`src/core/pfm_pkg.sv`:
```
package pfm_pkg;

	// System clock and the free-running payload bit clock.
	localparam int CLK_HZ         = 100_000_000;
	localparam int BIT_HZ         = 2_048_000;
	localparam int BIT_PPM_TOL    = 50;
	// Common divisor of the two rates, so the phase accumulator stays exact.
	localparam int CLK_GCD_HZ     = 32_000;
	localparam int ACC_MOD        = CLK_HZ / CLK_GCD_HZ;
	localparam int ACC_INC        = BIT_HZ / CLK_GCD_HZ;
	localparam int ACC_W          = 12;

	// Core frame layout.
	localparam int FRAME_TIME_US    = 500;
	localparam int CORE_FRAME_BYTES = 144;
	localparam int PAYLOAD_BYTES    = 128;
	localparam int STUFF_BYTES      = 16;
	localparam int STUFF_GROUP      = 8;
	localparam int STUFF_PERIOD     = CORE_FRAME_BYTES / STUFF_BYTES;
	localparam int FRAME_BITS       = PAYLOAD_BYTES * 8;
	localparam logic [7:0] STUFF_FILL = 8'hFF;
	localparam logic [7:0] IDX_LAST   = 8'(CORE_FRAME_BYTES - 1);
	localparam logic [3:0] STUFF_SLOT = 4'(STUFF_PERIOD - 1);
	localparam logic [9:0] FBIT_LAST  = 10'(FRAME_BITS - 1);

	// Spare overhead bits of the line frame, sent as ONE.
	localparam int SPARE_OVERHEAD_BIT_FIRST = 9;
	localparam int SPARE_OVERHEAD_BIT_LAST  = 48;
	localparam int SPARE_W = SPARE_OVERHEAD_BIT_LAST - SPARE_OVERHEAD_BIT_FIRST + 1;
	localparam logic [SPARE_W-1:0] SPARE_FILL = '1;

	// Transfer delay budget in microseconds.
	localparam int DELAY_TOTAL_US = 1250;
	localparam int DELAY_LINE_TERM_US = 450;
	localparam int DELAY_NET_TERM_US  = 450;
	localparam int DELAY_REG_US   = 200;
	localparam int DELAY_LINE_US  = 150;
	// A longest time rounds down to whole cycles.
	localparam int DELAY_LINE_TERM_CYC = (DELAY_LINE_TERM_US * (CLK_HZ / 1_000_000));

	localparam int PAIRS_DEF = 3;

	// Frame mapper states, one-hot.
	typedef enum logic [1:0] {
		PFM_IDLE = 2'b01,
		PFM_RUN  = 2'b10
	} pfm_frame_state_t;

	// Per transceiver pair indications from the line core.
	typedef struct packed {
		logic activated;
		logic idOk;
		logic fault;
		logic signalLoss;
		logic frameAlignmentLoss;
	} pfm_pair_t;

	// One core frame byte handed to the transceiver core.
	typedef struct packed {
		logic       valid;
		logic       frameStart;
		logic       stuff;
		logic [7:0] data;
	} pfm_core_byte_t;

	// Section status towards the interface block.
	typedef struct packed {
		logic operational;
		logic lineLoss;
		logic activeInd;
	} pfm_status_t;

endpackage : pfm_pkg

```
`src/core/pfm_bit_clock.sv`:
```
`timescale 1ns/1ps
module pfm_bit_clock
	import pfm_pkg::*;
(
	input  wire logic clk_sys,
	input  wire logic nrst,
	output logic      bitTick
);

	typedef struct packed {
		logic [ACC_W-1:0] acc;
		logic             tick;
	} pfm_clk_state_t;

	pfm_clk_state_t st_r;
	pfm_clk_state_t st_nxt;

	// Fractional divider: exact 2048 kHz on average, so the tolerance is
	// that of the system clock alone; edge jitter is one system period.
	always_comb begin
		st_nxt      = st_r;
		st_nxt.tick = 1'b0;
		if (st_r.acc + ACC_W'(ACC_INC) >= ACC_W'(ACC_MOD)) begin
			st_nxt.acc  = st_r.acc + ACC_W'(ACC_INC) - ACC_W'(ACC_MOD);
			st_nxt.tick = 1'b1;
		end else begin
			st_nxt.acc = st_r.acc + ACC_W'(ACC_INC);
		end
	end

	// State register.
	always_ff @(posedge clk_sys or negedge nrst) begin
		if (!nrst) begin
			st_r <= '0;
		end else begin
			st_r <= st_nxt;
		end
	end

	assign bitTick = st_r.tick;

endmodule : pfm_bit_clock

```
`src/core/pfm_section_status.sv`:
```
`timescale 1ns/1ps
module pfm_section_status
	import pfm_pkg::*;
#(
	parameter int NUM_PAIRS = PAIRS_DEF
)(
	input  wire logic                      clk_sys,
	input  wire logic                      nrst,
	input  wire logic                      frameTick,
	input  wire pfm_pair_t [NUM_PAIRS-1:0] pairIn,
	output pfm_status_t                    status
);

	logic [NUM_PAIRS-1:0] pairGood;
	logic [NUM_PAIRS-1:0] pairBad;
	logic [NUM_PAIRS-1:0] pairLoss;

	// Per pair health terms.
	genvar g;
	generate
		for (g = 0; g < NUM_PAIRS; g++) begin : gPair
			assign pairGood[g] = pairIn[g].activated & pairIn[g].idOk & ~pairIn[g].fault;
			assign pairBad[g]  = ~pairIn[g].activated | ~pairIn[g].idOk | pairIn[g].fault;
			assign pairLoss[g] = pairIn[g].signalLoss | pairIn[g].frameAlignmentLoss;
		end
	endgenerate

	pfm_status_t st_r;
	pfm_status_t st_nxt;

	// Going down is immediate, coming up waits for a frame boundary so a
	// flickering pair cannot toggle the section faster than once a frame.
	always_comb begin
		st_nxt = st_r;
		if (|pairBad) begin
			st_nxt.operational = 1'b0;
		end else if (frameTick) begin
			st_nxt.operational = &pairGood;
		end
		st_nxt.lineLoss  = |pairLoss;
		st_nxt.activeInd = st_nxt.operational & ~(|pairLoss);
	end

	// State register.
	always_ff @(posedge clk_sys or negedge nrst) begin
		if (!nrst) begin
			st_r <= '0;
		end else begin
			st_r <= st_nxt;
		end
	end

	assign status = st_r;

endmodule : pfm_section_status

```
`src/core/pfm_frame_mapper.sv`:
```
// Overview of operation
// - Map 2048 kbit/s payload into 144-byte frames.
// - 128 payload bytes, 16 all-ONE stuffing bytes.
// - Payload timeslot zero may start anywhere.
// - Payload framing loss never resynchronizes transceivers.
// - Spare overhead bits 9 to 48 sent ONE.
// - Operational only when all pairs good.
// - Any bad pair makes section non-operational.
// - Exchange-side request loops every pair back.
// - Management function inside termination unit controls loopback.
// - Provide line loss and active indications.
// - One-way delay at most 1250 microseconds.
// - Budget 450 per unit, 200 repeater, 150 line.
// - Network unit clock 2048 kHz, 50 ppm.
// - Line unit clock 2048 kHz, 50 ppm.
`timescale 1ns/1ps
module pfm_frame_mapper
	import pfm_pkg::*;
#(
	parameter int NUM_PAIRS       = PAIRS_DEF,
	parameter int DELAY_LIMIT_CYC = DELAY_LINE_TERM_CYC
)(
	input  wire logic                      clk_sys,
	input  wire logic                      nrst,
	// Application side, logic on the same clock.
	output logic                           appBitTick,
	input  wire logic                      appBitIn,
	// Transceiver core side.
	input  wire logic                      coreByteReq,
	output pfm_core_byte_t                 coreByte,
	output logic [SPARE_W-1:0]             spareOverhead,
	// Pair indications and section status.
	input  wire pfm_pair_t [NUM_PAIRS-1:0] pairIn,
	output pfm_status_t                    sectionStatus,
	// Loopback control.
	input  wire logic                      loopbackReq,
	input  wire logic                      loopbackPermit,
	output logic [NUM_PAIRS-1:0]           pairLoopback,
	// Data path health.
	output logic                           underrun,
	output logic                           overrun,
	output logic                           delayExceeded
);

	localparam int AGE_W = $clog2(DELAY_LIMIT_CYC + 1);
	localparam logic [AGE_W-1:0] AGE_LIMIT = AGE_W'(DELAY_LIMIT_CYC);

	typedef struct packed {
		pfm_frame_state_t     fsm;
		logic [7:0]           shift;
		logic [2:0]           bitCnt;
		logic [7:0]           hold;
		logic                 holdValid;
		logic [7:0]           byteIdx;
		logic [3:0]           stuffPh;
		logic [9:0]           frameBit;
		logic                 frameTick;
		pfm_core_byte_t       out;
		logic                 underrun;
		logic                 overrun;
		logic [AGE_W-1:0]     age;
		logic                 delayExc;
		logic [NUM_PAIRS-1:0] loop;
		logic [SPARE_W-1:0]   spare;
	} pfm_map_state_t;

	pfm_map_state_t st_r;
	pfm_map_state_t st_nxt;

	logic                 bitTick;
	logic [NUM_PAIRS-1:0] loopReqPair;

	// Free-running payload bit clock.
	pfm_bit_clock u_bitClock (
		.clk_sys (clk_sys),
		.nrst    (nrst),
		.bitTick (bitTick)
	);

	// Section status; operational rises only on a payload frame boundary, all else follows every cycle.
	pfm_section_status #(
		.NUM_PAIRS (NUM_PAIRS)
	) u_status (
		.clk_sys   (clk_sys),
		.nrst      (nrst),
		.frameTick (st_r.frameTick),
		.pairIn    (pairIn),
		.status    (sectionStatus)
	);

	// Loopback sits nearest the line in every pair; only the management
	// permit can let an exchange-side request through.
	genvar g;
	generate
		for (g = 0; g < NUM_PAIRS; g++) begin : gLoop
			assign loopReqPair[g] = loopbackReq & loopbackPermit;
		end
	endgenerate

	// Mapper next-state logic.
	always_comb begin
		logic byteDone;
		logic takeByte;
		logic isStuff;
		byteDone = 1'b0;
		takeByte = 1'b0;
		isStuff  = 1'b0;
		st_nxt           = st_r;
		st_nxt.frameTick = 1'b0;
		st_nxt.underrun  = 1'b0;
		st_nxt.overrun   = 1'b0;
		st_nxt.out.valid = 1'b0;
		st_nxt.loop      = loopReqPair;
		st_nxt.spare     = SPARE_FILL;

		// Bits are grouped eight at a time as they come; no search for
		// the payload's own frame word is made, so its loss has no effect.
		if (bitTick) begin
			st_nxt.shift  = {st_r.shift[6:0], appBitIn};
			st_nxt.bitCnt = st_r.bitCnt + 3'd1;
			byteDone      = (st_r.bitCnt == 3'd7);
			if (st_r.frameBit == FBIT_LAST) begin
				st_nxt.frameBit  = '0;
				st_nxt.frameTick = 1'b1;
			end else begin
				st_nxt.frameBit = st_r.frameBit + 10'd1;
			end
		end

		// Core byte slot: stuffing every ninth byte, payload otherwise.
		if (coreByteReq) begin
			isStuff          = (st_r.stuffPh == STUFF_SLOT);
			st_nxt.out.valid = 1'b1;
			st_nxt.out.frameStart = (st_r.byteIdx == 8'd0);
			st_nxt.out.stuff = isStuff;
			if (isStuff) begin
				st_nxt.out.data = STUFF_FILL;
			end else if (st_r.holdValid) begin
				st_nxt.out.data = st_r.hold;
				takeByte        = 1'b1;
			end else begin
				// Nothing to send yet: fill with ONEs.
				st_nxt.out.data = STUFF_FILL;
				st_nxt.underrun = (st_r.fsm == PFM_RUN);
			end
			if (st_r.byteIdx == IDX_LAST) begin
				st_nxt.byteIdx = '0;
				st_nxt.stuffPh = '0;
			end else begin
				st_nxt.byteIdx = st_r.byteIdx + 8'd1;
				st_nxt.stuffPh = isStuff ? 4'd0 : st_r.stuffPh + 4'd1;
			end
		end

		// Holding byte: a new byte wins over the take in the same cycle.
		if (byteDone) begin
			st_nxt.hold      = {st_r.shift[6:0], appBitIn};
			st_nxt.holdValid = 1'b1;
			st_nxt.overrun   = st_r.holdValid & ~takeByte;
			st_nxt.age       = '0;
		end else if (takeByte) begin
			st_nxt.holdValid = 1'b0;
			st_nxt.age       = '0;
		end else if (st_r.holdValid && st_r.age != AGE_LIMIT) begin
			st_nxt.age = st_r.age + AGE_W'(1);
		end

		// A byte held past the unit's share of the delay is flagged.
		st_nxt.delayExc = st_r.holdValid & (st_r.age == AGE_LIMIT);

		// Frame state: run once the first payload byte is ready.
		case (st_r.fsm)
			PFM_IDLE: begin
				if (st_nxt.holdValid) begin
					st_nxt.fsm = PFM_RUN;
				end
			end
			PFM_RUN: begin
				st_nxt.fsm = PFM_RUN;
			end
			default: begin
				st_nxt.fsm = PFM_IDLE;
			end
		endcase
	end

	// State register; spare overhead leaves reset already all ONE.
	always_ff @(posedge clk_sys or negedge nrst) begin
		if (!nrst) begin
			st_r       <= '0;
			st_r.fsm   <= PFM_IDLE;
			st_r.spare <= SPARE_FILL;
		end else begin
			st_r <= st_nxt;
		end
	end

	// Outputs straight from the state register; appBitTick straight from the bit clock.
	assign appBitTick    = bitTick;
	assign coreByte      = st_r.out;
	assign spareOverhead = st_r.spare;
	assign pairLoopback  = st_r.loop;
	assign underrun      = st_r.underrun;
	assign overrun       = st_r.overrun;
	assign delayExceeded = st_r.delayExc;

endmodule : pfm_frame_mapper

```
`config.mk`:
```
export PLATFORM = sky130hd
export DESIGN_NAME = pfm_frame_mapper
export DESIGN_NICKNAME = d
export VERILOG_FILES = /design/src/core/pfm_pkg.sv /design/src/core/pfm_bit_clock.sv /design/src/core/pfm_section_status.sv /design/src/core/pfm_frame_mapper.sv
export SDC_FILE = /design/constraint.sdc
export NUM_CORES = 1
export LEC_CHECK = 0
export ABC_CLOCK_PERIOD_IN_PS = 3150
export BUFFER_PORTS_ARGS = -buffer_cell sky130_fd_sc_hd__buf_2
export CAP_MARGIN = 20
export CELL_PAD_IN_SITES_DETAIL_PLACEMENT = 1
export CELL_PAD_IN_SITES_GLOBAL_PLACEMENT = 1
export CORE_MARGIN = 2
export CORE_UTILIZATION = 40
export DETAILED_ROUTE_END_ITERATION = 8
export GPL_ROUTABILITY_DRIVEN = 0
export HOLD_SLACK_MARGIN = 0.02
export PLACE_DENSITY_LB_ADDON = 0.12
export SLEW_MARGIN = 20
export SYNTH_ARGS = -nofsm -noshare
export SYNTH_HDL_FRONTEND = slang
export SYNTH_HIERARCHICAL = 1
export SYNTH_SLANG_ARGS = --single-unit
export TNS_END_PERCENT = 20
```
`constraint.sdc`:
```
create_clock -name clk_sys -period 3.15 [get_ports clk_sys]
set_clock_uncertainty 0.15 [all_clocks]
set_input_delay 0.945 -clock clk_sys [delete_from_list [all_inputs] [get_ports clk_sys]]
set_output_delay 0.945 -clock clk_sys [all_outputs]
set_load 0.03 [all_outputs]
```
# == Word level (Yosys, flattened, before mapping) ==
# Cells that the tools add are included.
# W data, S select, Z words.
# op_classes
n_addsub,7
mul,0
n_div,0
order_cmp,1
n_eq_ne,9
shift,0
n_mux,26
n_bitwise,30
reduce_logical,6
# op_table
operator,n
$mux W16,3
$mux W12,3
$add A16 B1 Y16 const B,1
$eq A16 B16 Y1 const B,1
$mux W8,2
$ne A16 B16 Y1 const B,1
$mux W1,14
$add A12 B7 Y12 const B,1
$ge A12 B12 Y1 const B,1
$sub A12 B12 Y12 const B,1
$not A1 Y1,11
$add A10 B1 Y10 const B,1
$and A1 B1 Y1,10
$eq A10 B10 Y1 const B,1
$mux W10,1
$or A1 B1 Y1,9
$add A8 B1 Y8 const B,1
$eq A8 B8 Y1 const B,1
$logic_not A8 Y1,1
$reduce_or A3 Y1,2
$add A4 B1 Y4 const B,1
$eq A4 B4 Y1 const B,1
$mux W4,1
$pmux W2 S2,1
other kinds (9),9
# totals
register_bits,91
latchBits,0
ram_bits,0
romBits,0
output_inout_bits,61
mem_count,0

# == Depth between registers and ports, before layout ==
# Gate-level depths: netlist of run 1.
# depth
depth_word,7
depth_mapped,8
mapped_depth_nobuf,7

# == Modules after synthesis ==
# The synthesis of run 1 kept the hierarchy.
# by_module_without_submodules
module,instances,cells_per_inst,area_each_um2
pfm_frame_mapper,1,342,3754.9
pfm_bit_clock,1,75,752.0
pfm_section_status,1,12,146.4

# == Worst setup path before layout of run 1 ==
# No wires, ideal clock.
# synth_timing
path_kind,input to register
start,input port coreByteReq
end,register st_r[95] (netlist name)
setup_time_ns,0.122
t_arrival_ns,1.805
path_slack_ns,1.073
path_stages,5
path_buffers,1
path_cell_list,clkbuf_1 > nand4_1 > or3_1 > a21oi_1 > nor3_1
# synth_lines
item,line,rtl
"start, declared",pfm_frame_mapper.sv:29,"input wire logic coreByteReq,"
"end signal, assigned",pfm_frame_mapper.sv:194,st_r <= st_nxt;
"end, declared",pfm_frame_mapper.sv:67,pfm_map_state_t st_r;

==> run_results.csv, run 1 <==
group,metric,value,unit
outcome,outcome,"finished clean",
power_and_ir_drop,p_leak,2.42,nW
worst_setup_path,critPathKind,"register to register",
placed_design,dp_hpwl,5970,um
power_and_ir_drop,p_comb_share,11.7,%
clock_tree,cts_resized,0,
clock_tree,cts-hold-fix-buffers,0,
yosys,yosysWarnings,6,
yosys,ys.flop_type,"dfrtp_1",
worst_setup_path,path_max_fanout,13,
worst_setup_path,reg2reg_to,"u_bitClock/st_r[10]$_DFF_PN0_",
timing,setup_violations,0,
worst_setup_path,cp-start-kind,"register",
floorplanning,start_util,40.9,%
worst_setup_path,worstPathCellList,"ha_1 > and4b_1 > a32oi_1 > a32oi_2 > nand4_1 > xor2_1",
routing,drtIter0Drc,94,
yosys,ys_ff_latch,91,
yosys,synthCells,429,
timing,worst_pin_slew,0.702,ns
power_and_ir_drop,p_switching,0.755,mW
yosys,synth_top_family_by_area,"simple AND/OR/NAND/NOR gates",
grt,grt_max_degree,54,
routing,ant_nets,0,
grt,grt_pass1_vias,2997,
yosys,synth_simple_gate_area_share,16.8,%
routing,wl_met1,4020,um
routing,wl_met2,4110,um
worst_setup_path,r2r_slack,0.77,ns
worst_setup_path,critical_path_depth,6,
yosys,syn_area_per_cell,10.8,um2
routing,post-route-drc-count,0,
routing,postRouteWirelength,8560,um
timing,setup-tns-final,0,ns
routing,highest_layer,"met4",
clock_tree,clock_sinks,91,
clock_tree,cts_setup_buffers,0,
routing,drtPass1Iterations,4,
floorplanning,dieArea,0.0125,mm2
worst_setup_path,startpoint,"u_bitClock/st_r[7]$_DFF_PN0_",
worst_setup_path,slowest_stage,"a32oi_2",
yosys,yosysSeqAreaShare,49.0,%
yosys,synth.area.mux_share,5.00,%
floorplanning,num_io_pins,82,
final_layout,nNetsFinal,494,
worst_setup_path,path_buf_inv,0,
worst_setup_path,cp-endpoint,"u_bitClock/st_r[10]$_DFF_PN0_",
floorplanning,die_x,112,um
worst_hold_path,hold_path_class,"register to register",
grt,grt_overflow,0,
floorplanning,row_count,39,
worst_setup_path,end_kind,"register",
placed_design,numPortBuffers,41,
timing,max_slew_margin,53.2,%
routing,vias,2970,
timing,timing.final.crit_share,75.6,%
worst_setup_path,cp_data_arrival_time,2.45,ns
worst_setup_path,cp_top_family,"compound AO/OA/AOI/OAI gates",
clock_tree,cts_tree,"built",
yosys,synth_compound_area_share,6.78,%
routing,wl_met3,355,um
worst_setup_path,required,3.22,ns
yosys,synthesis.area,0.00465,mm2
timing,min_period,2.38,ns
power_and_ir_drop,ir_worst_vdd,518,uV
timing,drv_slew,0,
timing,rsz0062_at_grt,"no",
final_layout,post-route-cell-area,0.00508,mm2
grt,antenna_found_initial,1,
worst_setup_path,r2r_cells,6,
clock_tree,clkSlewWorstSetupHoldPaths,0.06,ns
worst_setup_path,slowest_delay,0.57,ns
power_and_ir_drop,clkPwrFrac,41.5,%
yosys,async_reset_ff_share,100,%
final_layout,syn_to_final_growth,9.28,%
final_layout,drive_gt1_share,19.4,%
power_and_ir_drop,p_sw_share,26.4,%
clock_tree,cts_root_buffer,"clkbuf_16",
routing,routedWlPerCell,14.1,um
power_and_ir_drop,p_int,2.11,mW
run,drv_cap,0,
timing,hold_viol_final,0,
grt,grt_pass1_wl,14600,um
timing,hold_ws,0.323,ns
grt,grt_usage,14.4,%
floorplanning,die_h,112,um
placed_design,placed_area,0.00475,mm2
yosys,yosys.area_share.adder,4.03,%
floorplanning,core_area,0.0114,mm2
yosys,synth_xor_area_share,6.96,%
timing,fmax,420,MHz
yosys,synth_edf_count,0,
power_and_ir_drop,cellPowerDensity,563,mW/mm2
clock_tree,htree_num_levels,3,
routing,viasPerCell,4.89,
clock_tree,clk_latency,0.34,ns
clock_tree,cts_buffers,9,
power_and_ir_drop,seq_power_share,46.9,%
clock_tree,clockBufferDepth,2,
yosys,yosysUniqueCellTypes,55,
worst_setup_path,r2r-start,"u_bitClock/st_r[7]$_DFF_PN0_",
-- how the worst min path moves through the flow --
stage	startpoint	endpoint	slack (ns)	cells after the start
floorplan	st_r[83]$_DFFE_PN0P_	st_r[83]$_DFFE_PN0P_	0.29	1
global placement	st_r[105]$_DFFE_PN0P_	st_r[105]$_DFFE_PN0P_	0.31	1
detailed placement	st_r[105]$_DFFE_PN0P_	st_r[105]$_DFFE_PN0P_	0.32	1
CTS	st_r[105]$_DFFE_PN0P_	st_r[105]$_DFFE_PN0P_	0.33	1
global route	st_r[105]$_DFFE_PN0P_	st_r[105]$_DFFE_PN0P_	0.35	1
finish	st_r[105]$_DFFE_PN0P_	st_r[105]$_DFFE_PN0P_	0.32	1
-- layout make-up --
cell class                      instances  area (um2)
Clock buffer                           12         256
Timing Repair Buffer                   45         250
Sequential cell                        91        2280
Antenna cell                            1        2.50
Tap cell                              143         179
Clock inverter                          4        72.6
Fill cell                            1261        6280
Multi-Input combinational cell        296        1990
Inverter                               15        56.3
-- synth_stat cells (2+ instances only) --
library cell   n  area share (%)
o211ai_1       2            0.32
a21oi_1       14             1.5
nand4_1       13             1.7
and2_1         5            0.67
nand3_2        2            0.43
nand2b_1       2            0.27
buf_2          5            0.54
buf_6          2            0.48
nor4b_1        2            0.38
a21o_1         3            0.48
nor3_1         5            0.54
clkbuf_1       3            0.24
nand4b_1       3            0.56
xnor2_1       16             3.0
and3b_1        2            0.38
dfrtp_1       90              48
or3_1          5            0.67
and3_1         6            0.81
o21ai_1        4            0.43
inv_1         15             1.2
buf_4         55             8.9
and4_1         6             1.1
ha_1          15             4.0
xor2_1        21             4.0
nand3_1       15             1.6
o21ai_0        9            0.97
nor2_1        27             2.2
o22a_1         8             1.5
nand2_1       27             2.2
mux2_2        18             4.4
nand3b_1       2            0.32
mux2i_1        3            0.65
nor4_1         2            0.27
-- power groups by stage --
| stage | Sequential (mW) | Combinational (mW) | Clock, mW |
|---|---|---|---|
| after floorplan | 1.34 | 0.295 | 0 |
| after global placement | 1.36 | 0.324 | 0 |
| after detailed placement | 1.36 | 0.339 | 0 |
| after CTS | 1.34 | 0.342 | 1.23 |
| after global routing | 1.36 | 0.380 | 1.28 |
| final | 1.34 | 0.335 | 1.19 |
-- routing by layer --
layer / up-vias / GRT usage, %
met1: 1480 / 19.1
met4: 0 / 4.44
li1: 1443 / -
met2: 41 / 22.6
met5: - / 0
met3: 6 / 4.90
-- state kept, by name, indices dropped and copies added, names as in the netlist --
signal	count
coreByte	11
delayExceeded	1
overrun	1
pairLoopback	1
st_r	60
u_bitClock/bitTick	1
u_bitClock/st_r	12
u_status/status	3
underrun	1
-- layout by cell type, fill, tap and decap left out, types with 3 or more instances in the layout --
cell and instances:
or3_1 5, clkbuf_16 9, nor3_1 5, buf_4 4
nand4_1 13, nand2_1 27, o21ai_0 9, buf_2 40
conb_1 40, xor2_1 21, o21ai_1 4, and2_1 5
mux2i_1 3, o22a_1 8, and3_1 6, nor2_1 27
nand3_1 15, a21o_1 3, a21oi_1 14, nand4b_1 3
ha_1 15, and4_1 6, mux2_2 18, inv_1 15
dfrtp_1 90, xnor2_1 16
-- cells by family after synthesis --
family	after synthesis
AO/OA/AOI/OAI	48
other	1
XOR/XNOR	37
AND/OR/NAND/NOR	135
adder cells (fa/ha/maj)	15
buffers and inverters	81
multiplexers	21
flip-flops	91
-- stage by stage --
| step | util [%] | std cells | power, mW | worst slack, ns |
|---|---|---|---|---|
| after floorplan | - | 468 | 1.64 | 1.07 |
| after global placement | 41.8 | 590 | 1.68 | 0.768 |
| after detailed placement | 41.8 | 590 | 1.70 | 0.736 |
| after CTS | 44.7 | 606 | 2.92 | 0.734 |
| after global routing | 44.7 | 606 | 3.01 | 0.531 |
| final | 44.7 | 607 | 2.86 | 0.769 |
Power figures use the tool's default switching activity.
==> run 2, diff against run 1 <==
--- a/config.mk
+++ b/config.mk
@@ -5,7 +5,7 @@
 export SDC_FILE = /design/constraint.sdc
 export NUM_CORES = 1
 export LEC_CHECK = 0
-export ABC_CLOCK_PERIOD_IN_PS = 3150
+export ABC_CLOCK_PERIOD_IN_PS = 2000
 export BUFFER_PORTS_ARGS = -buffer_cell sky130_fd_sc_hd__buf_2
 export CAP_MARGIN = 20
 export CELL_PAD_IN_SITES_DETAIL_PLACEMENT = 1
==> constraint.sdc (replaced) <==
create_clock -name clk_sys -period 2 [get_ports clk_sys]
set_clock_uncertainty 0.15 [all_clocks]
set_input_delay 0.6 -clock clk_sys [delete_from_list [all_inputs] [get_ports clk_sys]]
set_output_delay 0.6 -clock clk_sys [all_outputs]
set_load 0.03 [all_outputs]
==> run 2 against run 1 <==
Utilization grew 1.7 points. Final cell count rose by 3.1%. Largest cell class unchanged. Cell area grew 3.8%. Sequential power up 57%. Worst hold slack worse by 0.017 ns. Count of clock-buffer cells in the layout decreased by 1. Clock power is 50% higher. Critical endpoint is now u_bitClock/st_r[9]$_DFF_PN0_. Critical path depth increased by 2. Non-clock buffer count up 20. Flip-flop and latch count did not move.
==> run_results.csv, run 2 (synthesized netlist as in run 1, its figures left out) <==
group,metric,value,unit
placed_design,preCtsSetupSlack,0.00816,ns
timing,min_period,1.94,ns
routing,ant_nets,0,
routing,drtIter0Drc,98,
floorplanning,row_count,39,
worst_setup_path,worstPathCellList,"inv_2 > ha_2 > and2b_2 > o21ai_2 > a32oi_2 > buf_4 > a21oi_1 > o21ba_2",
floorplanning,dieArea,0.0125,mm2
worst_setup_path,cp-start-kind,"register",
final_layout,layout_common_cells,"dfrtp_1, conb_1, buf_2",
timing,setup-tns-final,0,ns
clock_tree,clockBufferDepth,2,
worst_setup_path,r2r-start,"u_bitClock/st_r[1]$_DFFE_PN0P_",
clock_tree,clock_sinks,91,
final_layout,largest_register_ff_count,60,
power_and_ir_drop,cellPowerDensity,842,mW/mm2
final_layout,syn_to_final_growth,13.4,%
routing,vias,3060,
final_layout,mostFrequentLayoutCell,"dfrtp_1",
worst_setup_path,path_max_fanout,6,
clock_tree,htree_num_levels,3,
outcome,outcome,"finished clean",
floorplanning,die_x,112,um
clock_tree,cts_root_buffer,"clkbuf_16",
floorplanning,start_util,40.9,%
grt,antenna_found_initial,0,
power_and_ir_drop,ir_worst_vdd,539,uV
grt,grt_overflow,0,
grt,grt_util_met1,20.2,%
grt,globalRouteMet2Util,24.4,%
final_layout,nNetsFinal,514,
routing,drtPass1Iterations,4,
clock_tree,clkSlewWorstSetupHoldPaths,0.06,ns
timing,hold_ws,0.307,ns
timing,drv_slew,0,
floorplanning,num_io_pins,82,
clock_tree,clk_latency,0.34,ns
floorplanning,core_area,0.0114,mm2
worst_setup_path,end_kind,"register",
placed_design,dp_hpwl,6360,um
worst_setup_path,cp-endpoint,"u_bitClock/st_r[9]$_DFF_PN0_",
placed_design,numPortBuffers,41,
timing,setup_violations,0,
grt,grt_pass1_vias,3165,
worst_setup_path,r2r_slack,0.06,ns
worst_setup_path,cp_data_arrival_time,2.02,ns
placed_design,placed_area,0.00488,mm2
worst_setup_path,r2r_cells,8,
final_layout,drive_gt1_share,24.2,%
power_and_ir_drop,p_leak,2.51,nW
routing,viasPerCell,4.89,
grt,grt_pass1_wl,15400,um
grt,grt_use_met3,3.32,%
worst_setup_path,path_buf_inv,2,
worst_setup_path,slowest_stage,"dfrtp_1",
final_layout,largest_register,"st_r",
timing,hold_viol_final,0,
clock_tree,cts_tree,"built",
worst_hold_path,hold_path_class,"input pin to register",
worst_setup_path,cp_top_family,"compound AO/OA/AOI/OAI gates",
worst_setup_path,critical_path_depth,8,
grt,grt-busiest-layer,"met2",
worst_setup_path,startpoint,"u_bitClock/st_r[1]$_DFFE_PN0P_",
final_layout,post-route-cell-area,0.00528,mm2
routing,post-route-drc-count,0,
grt,grt_max_degree,28,
worst_setup_path,required,2.08,ns
final_layout,antenna_cells,0,
floorplanning,die_h,112,um
clock_tree,cts_buffers,9,
timing,timing.final.crit_share,97.0,%
grt,grt_usage,15.4,%
worst_setup_path,critPathKind,"register to register",
run,drv_cap,0,
worst_setup_path,slowest_delay,0.40,ns
timing,setup_slack,0.0608,ns
worst_setup_path,reg2reg_to,"u_bitClock/st_r[9]$_DFF_PN0_",
routing,postRouteWirelength,8810,um
power_and_ir_drop,power,4.44,mW
routing,routedWlPerCell,14.1,um
timing,fmax,516,MHz
run 2: report_power, final:
group / internal (mW) / leakage (nW) / switching, mW
clock network: 1.09 / 0.150 / 0.701
logic: 0.196 / 1.19 / 0.342
registers: 1.97 / 1.17 / 0.145
run 2: worst min-delay path by stage:
stage / depth (start not counted) / from / slack [ns] / to
2_1_floorplan: 0 / nrst / 0.15 / coreByte[0]$_DFFE_PN0P_
3_3_place_gp: 1 / st_r[105]$_DFFE_PN0P_ / 0.31 / st_r[105]$_DFFE_PN0P_
3_5_place_dp: 1 / st_r[105]$_DFFE_PN0P_ / 0.32 / st_r[105]$_DFFE_PN0P_
4_1_cts: 3 / pairIn[11] / 0.30 / u_status/status[1]$_DFF_PN0_
5_1_grt: 3 / pairIn[11] / 0.30 / u_status/status[1]$_DFF_PN0_
6_report: 3 / pairIn[11] / 0.31 / u_status/status[1]$_DFF_PN0_
run 2: per-stage QoR:
| stage | utilization (%) | cells |
|---|---|---|
| 3_3_place_gp | 43.0 | 604 |
| 3_5_place_dp | 43.0 | 604 |
| 4_1_cts | 45.8 | 621 |
| 6_report | 46.4 | 626 |
| 5_1_grt | 46.4 | 626 |
| 2_1_floorplan | - | 468 |
run 2: metal layers:
metal	vias to the layer above	wire length, um
li1	1473	-
met1	1532	4110
met4	0	197
met3	14	256
met5	-	0
met2	41	4240
run 2: cell type report:
class                   instances  area (um2)
repair buffers                 65         428
fillers                      1249        6090
well taps                     143         179
inverters                      15        56.3
multi-input cells             296        2020
clock buffers                  11         233
clock inverters                 5        77.6
flip-flops and latches         91        2280
run 2: timing repair:
| action | CTS | global route |
|---|---|---|
| pin swaps | 0 | 2 |
| resized for setup | 1 | 9 |
| buffers inserted | 0 | 5 |
| endpoints found under the hold margin | 19 | 0 |
| setup endpoints to repair | 1 | 8 |
| hold buffers | 1 | 0 |
run 2: tightest hold or removal path, delay by kind of cell:
kind | cells | cell delay (ns)
AND/OR/NAND/NOR | 2 | 0.09
buffers and inverters | 1 | 0.07
==> run 3, diff against run 2 <==
--- a/config.mk
+++ b/config.mk
@@ -16,6 +16,7 @@
 export GPL_ROUTABILITY_DRIVEN = 0
 export HOLD_SLACK_MARGIN = 0.02
 export PLACE_DENSITY_LB_ADDON = 0.12
+export SETUP_SLACK_MARGIN = 0.4
 export SLEW_MARGIN = 20
 export SYNTH_ARGS = -nofsm -noshare
 export SYNTH_HDL_FRONTEND = slang
==> run 3 against run 2 <==
Power up 4.5%. Global-route usage is 0.45 points higher. Largest cell class unchanged. Via count is 1.7% higher. Critical path depth unchanged. Flip-flop and latch count stayed put. Final cell count is 2.1% higher. First-iteration DRC count decreased by 23%. Count of clock-buffer cells in the layout did not move.
==> run_results.csv, run 3 (synthesized netlist as in run 1, its figures left out) <==
group,metric,value,unit
worst_setup_path,r2r_slack,0.14,ns
worst_setup_path,required,2.07,ns
final_layout,nNetsFinal,527,
placed_design,dp_hpwl,6320,um
placed_design,preCtsSetupSlack,0.0557,ns
clock_tree,clkSlewWorstSetupHoldPaths,0.07,ns
timing,hold_viol_final,0,
clock_tree,clk_latency,0.34,ns
timing,setup-tns-final,0,ns
routing,viasPerCell,4.87,
outcome,outcome,"finished clean",
power_and_ir_drop,power,4.64,mW
clock_tree,clockBufferDepth,2,
final_layout,multi_input_area,0.00212,mm2
grt,antenna_found_initial,0,
floorplanning,row_count,39,
routing,vias,3111,
worst_setup_path,reg2reg_to,"u_bitClock/st_r[10]$_DFF_PN0_",
floorplanning,die_h,112,um
final_layout,largest_register,"st_r",
clock_tree,cts_tree,"built",
clock_tree,clock_sinks,91,
run,drv_cap,0,
worst_setup_path,critPathKind,"register to register",
routing,post-route-drc-count,0,
final_layout,seqCellArea,0.00228,mm2
routing,postRouteWirelength,9430,um
worst_setup_path,r2r-start,"u_bitClock/st_r[2]$_DFFE_PN0P_",
final_layout,largest_register_ff_count,60,
floorplanning,start_util,40.9,%
worst_setup_path,end_kind,"register",
final_layout,layout_common_cells,"dfrtp_1, conb_1, buf_2",
final_layout,syn_to_final_growth,18.6,%
routing,drtPass1Iterations,4,
worst_setup_path,r2r_cells,8,
worst_setup_path,path_max_fanout,8,
worst_setup_path,startpoint,"u_bitClock/st_r[2]$_DFFE_PN0P_",
routing,ant_nets,0,
grt,grt_max_degree,35,
clock_tree,cts_buffers,9,
timing,setup_slack,0.142,ns
final_layout,mostFrequentLayoutCell,"dfrtp_1",
final_layout,antenna_cells,0,
routing,routedWlPerCell,14.8,um
timing,drv_slew,0,
floorplanning,die_x,112,um
floorplanning,num_io_pins,82,
routing,drtIter0Drc,75,
clock_tree,htree_num_levels,3,
floorplanning,core_area,0.0114,mm2
grt,grt_usage,15.9,%
grt,grt_pass1_vias,3216,
timing,timing.final.crit_share,92.9,%
grt,grt_pass1_wl,16000,um
timing,rsz0062_at_grt,"yes",
final_layout,drive_gt1_share,30.4,%
worst_setup_path,cp-start-kind,"register",
worst_setup_path,cp_data_arrival_time,1.93,ns
placed_design,numPortBuffers,41,
timing,min_period,1.86,ns
power_and_ir_drop,ir_worst_vdd,666,uV
floorplanning,dieArea,0.0125,mm2
timing,hold_ws,0.0624,ns
worst_hold_path,hold_path_class,"input pin to async pin",
timing,setup_violations,0,
final_layout,nFillCells,1260,
grt,grt_overflow,0,
timing,fmax,538,MHz
worst_setup_path,cp-endpoint,"u_bitClock/st_r[10]$_DFF_PN0_",
power_and_ir_drop,cellPowerDensity,841,mW/mm2
power_and_ir_drop,p_leak,2.60,nW
clock_tree,cts-hold-fix-buffers,0,
clock_tree,cts_root_buffer,"clkbuf_16",
-- run 3: cell count changes in the layout (fill, tap and decap cells not counted), sizes merged --
cell / previous run / this run
buf: 64 / 78
clkinvlp: 1 / 0
dlygate4sd3: 1 / 0
bufinv: 2 / 3
-- run 3: worst max-delay path, cell delays in order (launching register included) --
cell,delay (ns)
dfrtp_1,0.39
inv_2,0.07
ha_4,0.16
and2b_2,0.22
o21ai_2,0.06
a32oi_2,0.26
buf_6,0.17
nand4_1,0.09
xor2_1,0.15
-- run 3: metal layers --
| layer | track usage [%] | share of wire [%] | vias up |
|---|---|---|---|
| met1 | 21.2 | 47 | 1562 |
| met3 | 3.43 | 2.7 | 10 |
| li1 | - | - | 1503 |
| met5 | 0 | 0 | - |
| met4 | 5.93 | 1.5 | 0 |
| met2 | 25.5 | 49 | 36 |
-- run 3: timing repair --
action / CTS / global route
setup endpoints to repair: 65 / 77
buffers inserted: 15 / 6
pin swaps: 7 / 8
gates resized for setup: 17 / 13
-- run 3: power by group --
| group | switching (mW) | internal [mW] |
|---|---|---|
| registers | 0.142 | 1.97 |
| clock network | 0.717 | 1.25 |
| logic | 0.345 | 0.218 |
| total | 1.20 | 3.44 |
-- run 3: worst min path at each step --
stage                                          to  cells after the start  slack (ns)             startpoint
after global routing         st_r[95]$_DFFE_PN0P_                      1        0.08                   nrst
after global placement      st_r[105]$_DFFE_PN0P_                      1        0.31  st_r[105]$_DFFE_PN0P_
after floorplan           coreByte[0]$_DFFE_PN0P_                      0        0.15                   nrst
after CTS                    st_r[95]$_DFFE_PN0P_                      1        0.07                   nrst
final                        st_r[93]$_DFFE_PN0P_                      1        0.06                   nrst
after detailed placement     st_r[83]$_DFFE_PN0P_                      1        0.32   st_r[83]$_DFFE_PN0P_
-- run 3: layout make-up --
cell class	instances	area share (%)
Tap cell	143	3.24
Multi-Input combinational cell	296	38.5
Clock buffer	11	4.40
Timing Repair Buffer	78	9.62
Inverter	15	1.02
Clock inverter	5	1.81
Sequential cell	91	41.4
-- run 3: stage by stage --
| step | util (%) | cells | area, um2 |
|---|---|---|---|
| after floorplan | - | 468 | 4830 |
| after global placement | 43.1 | 602 | 4900 |
| after detailed placement | 43.1 | 602 | 4900 |
| after CTS | 47.7 | 633 | 5420 |
| after global routing | 48.5 | 639 | 5520 |
| final | 48.5 | 639 | 5520 |
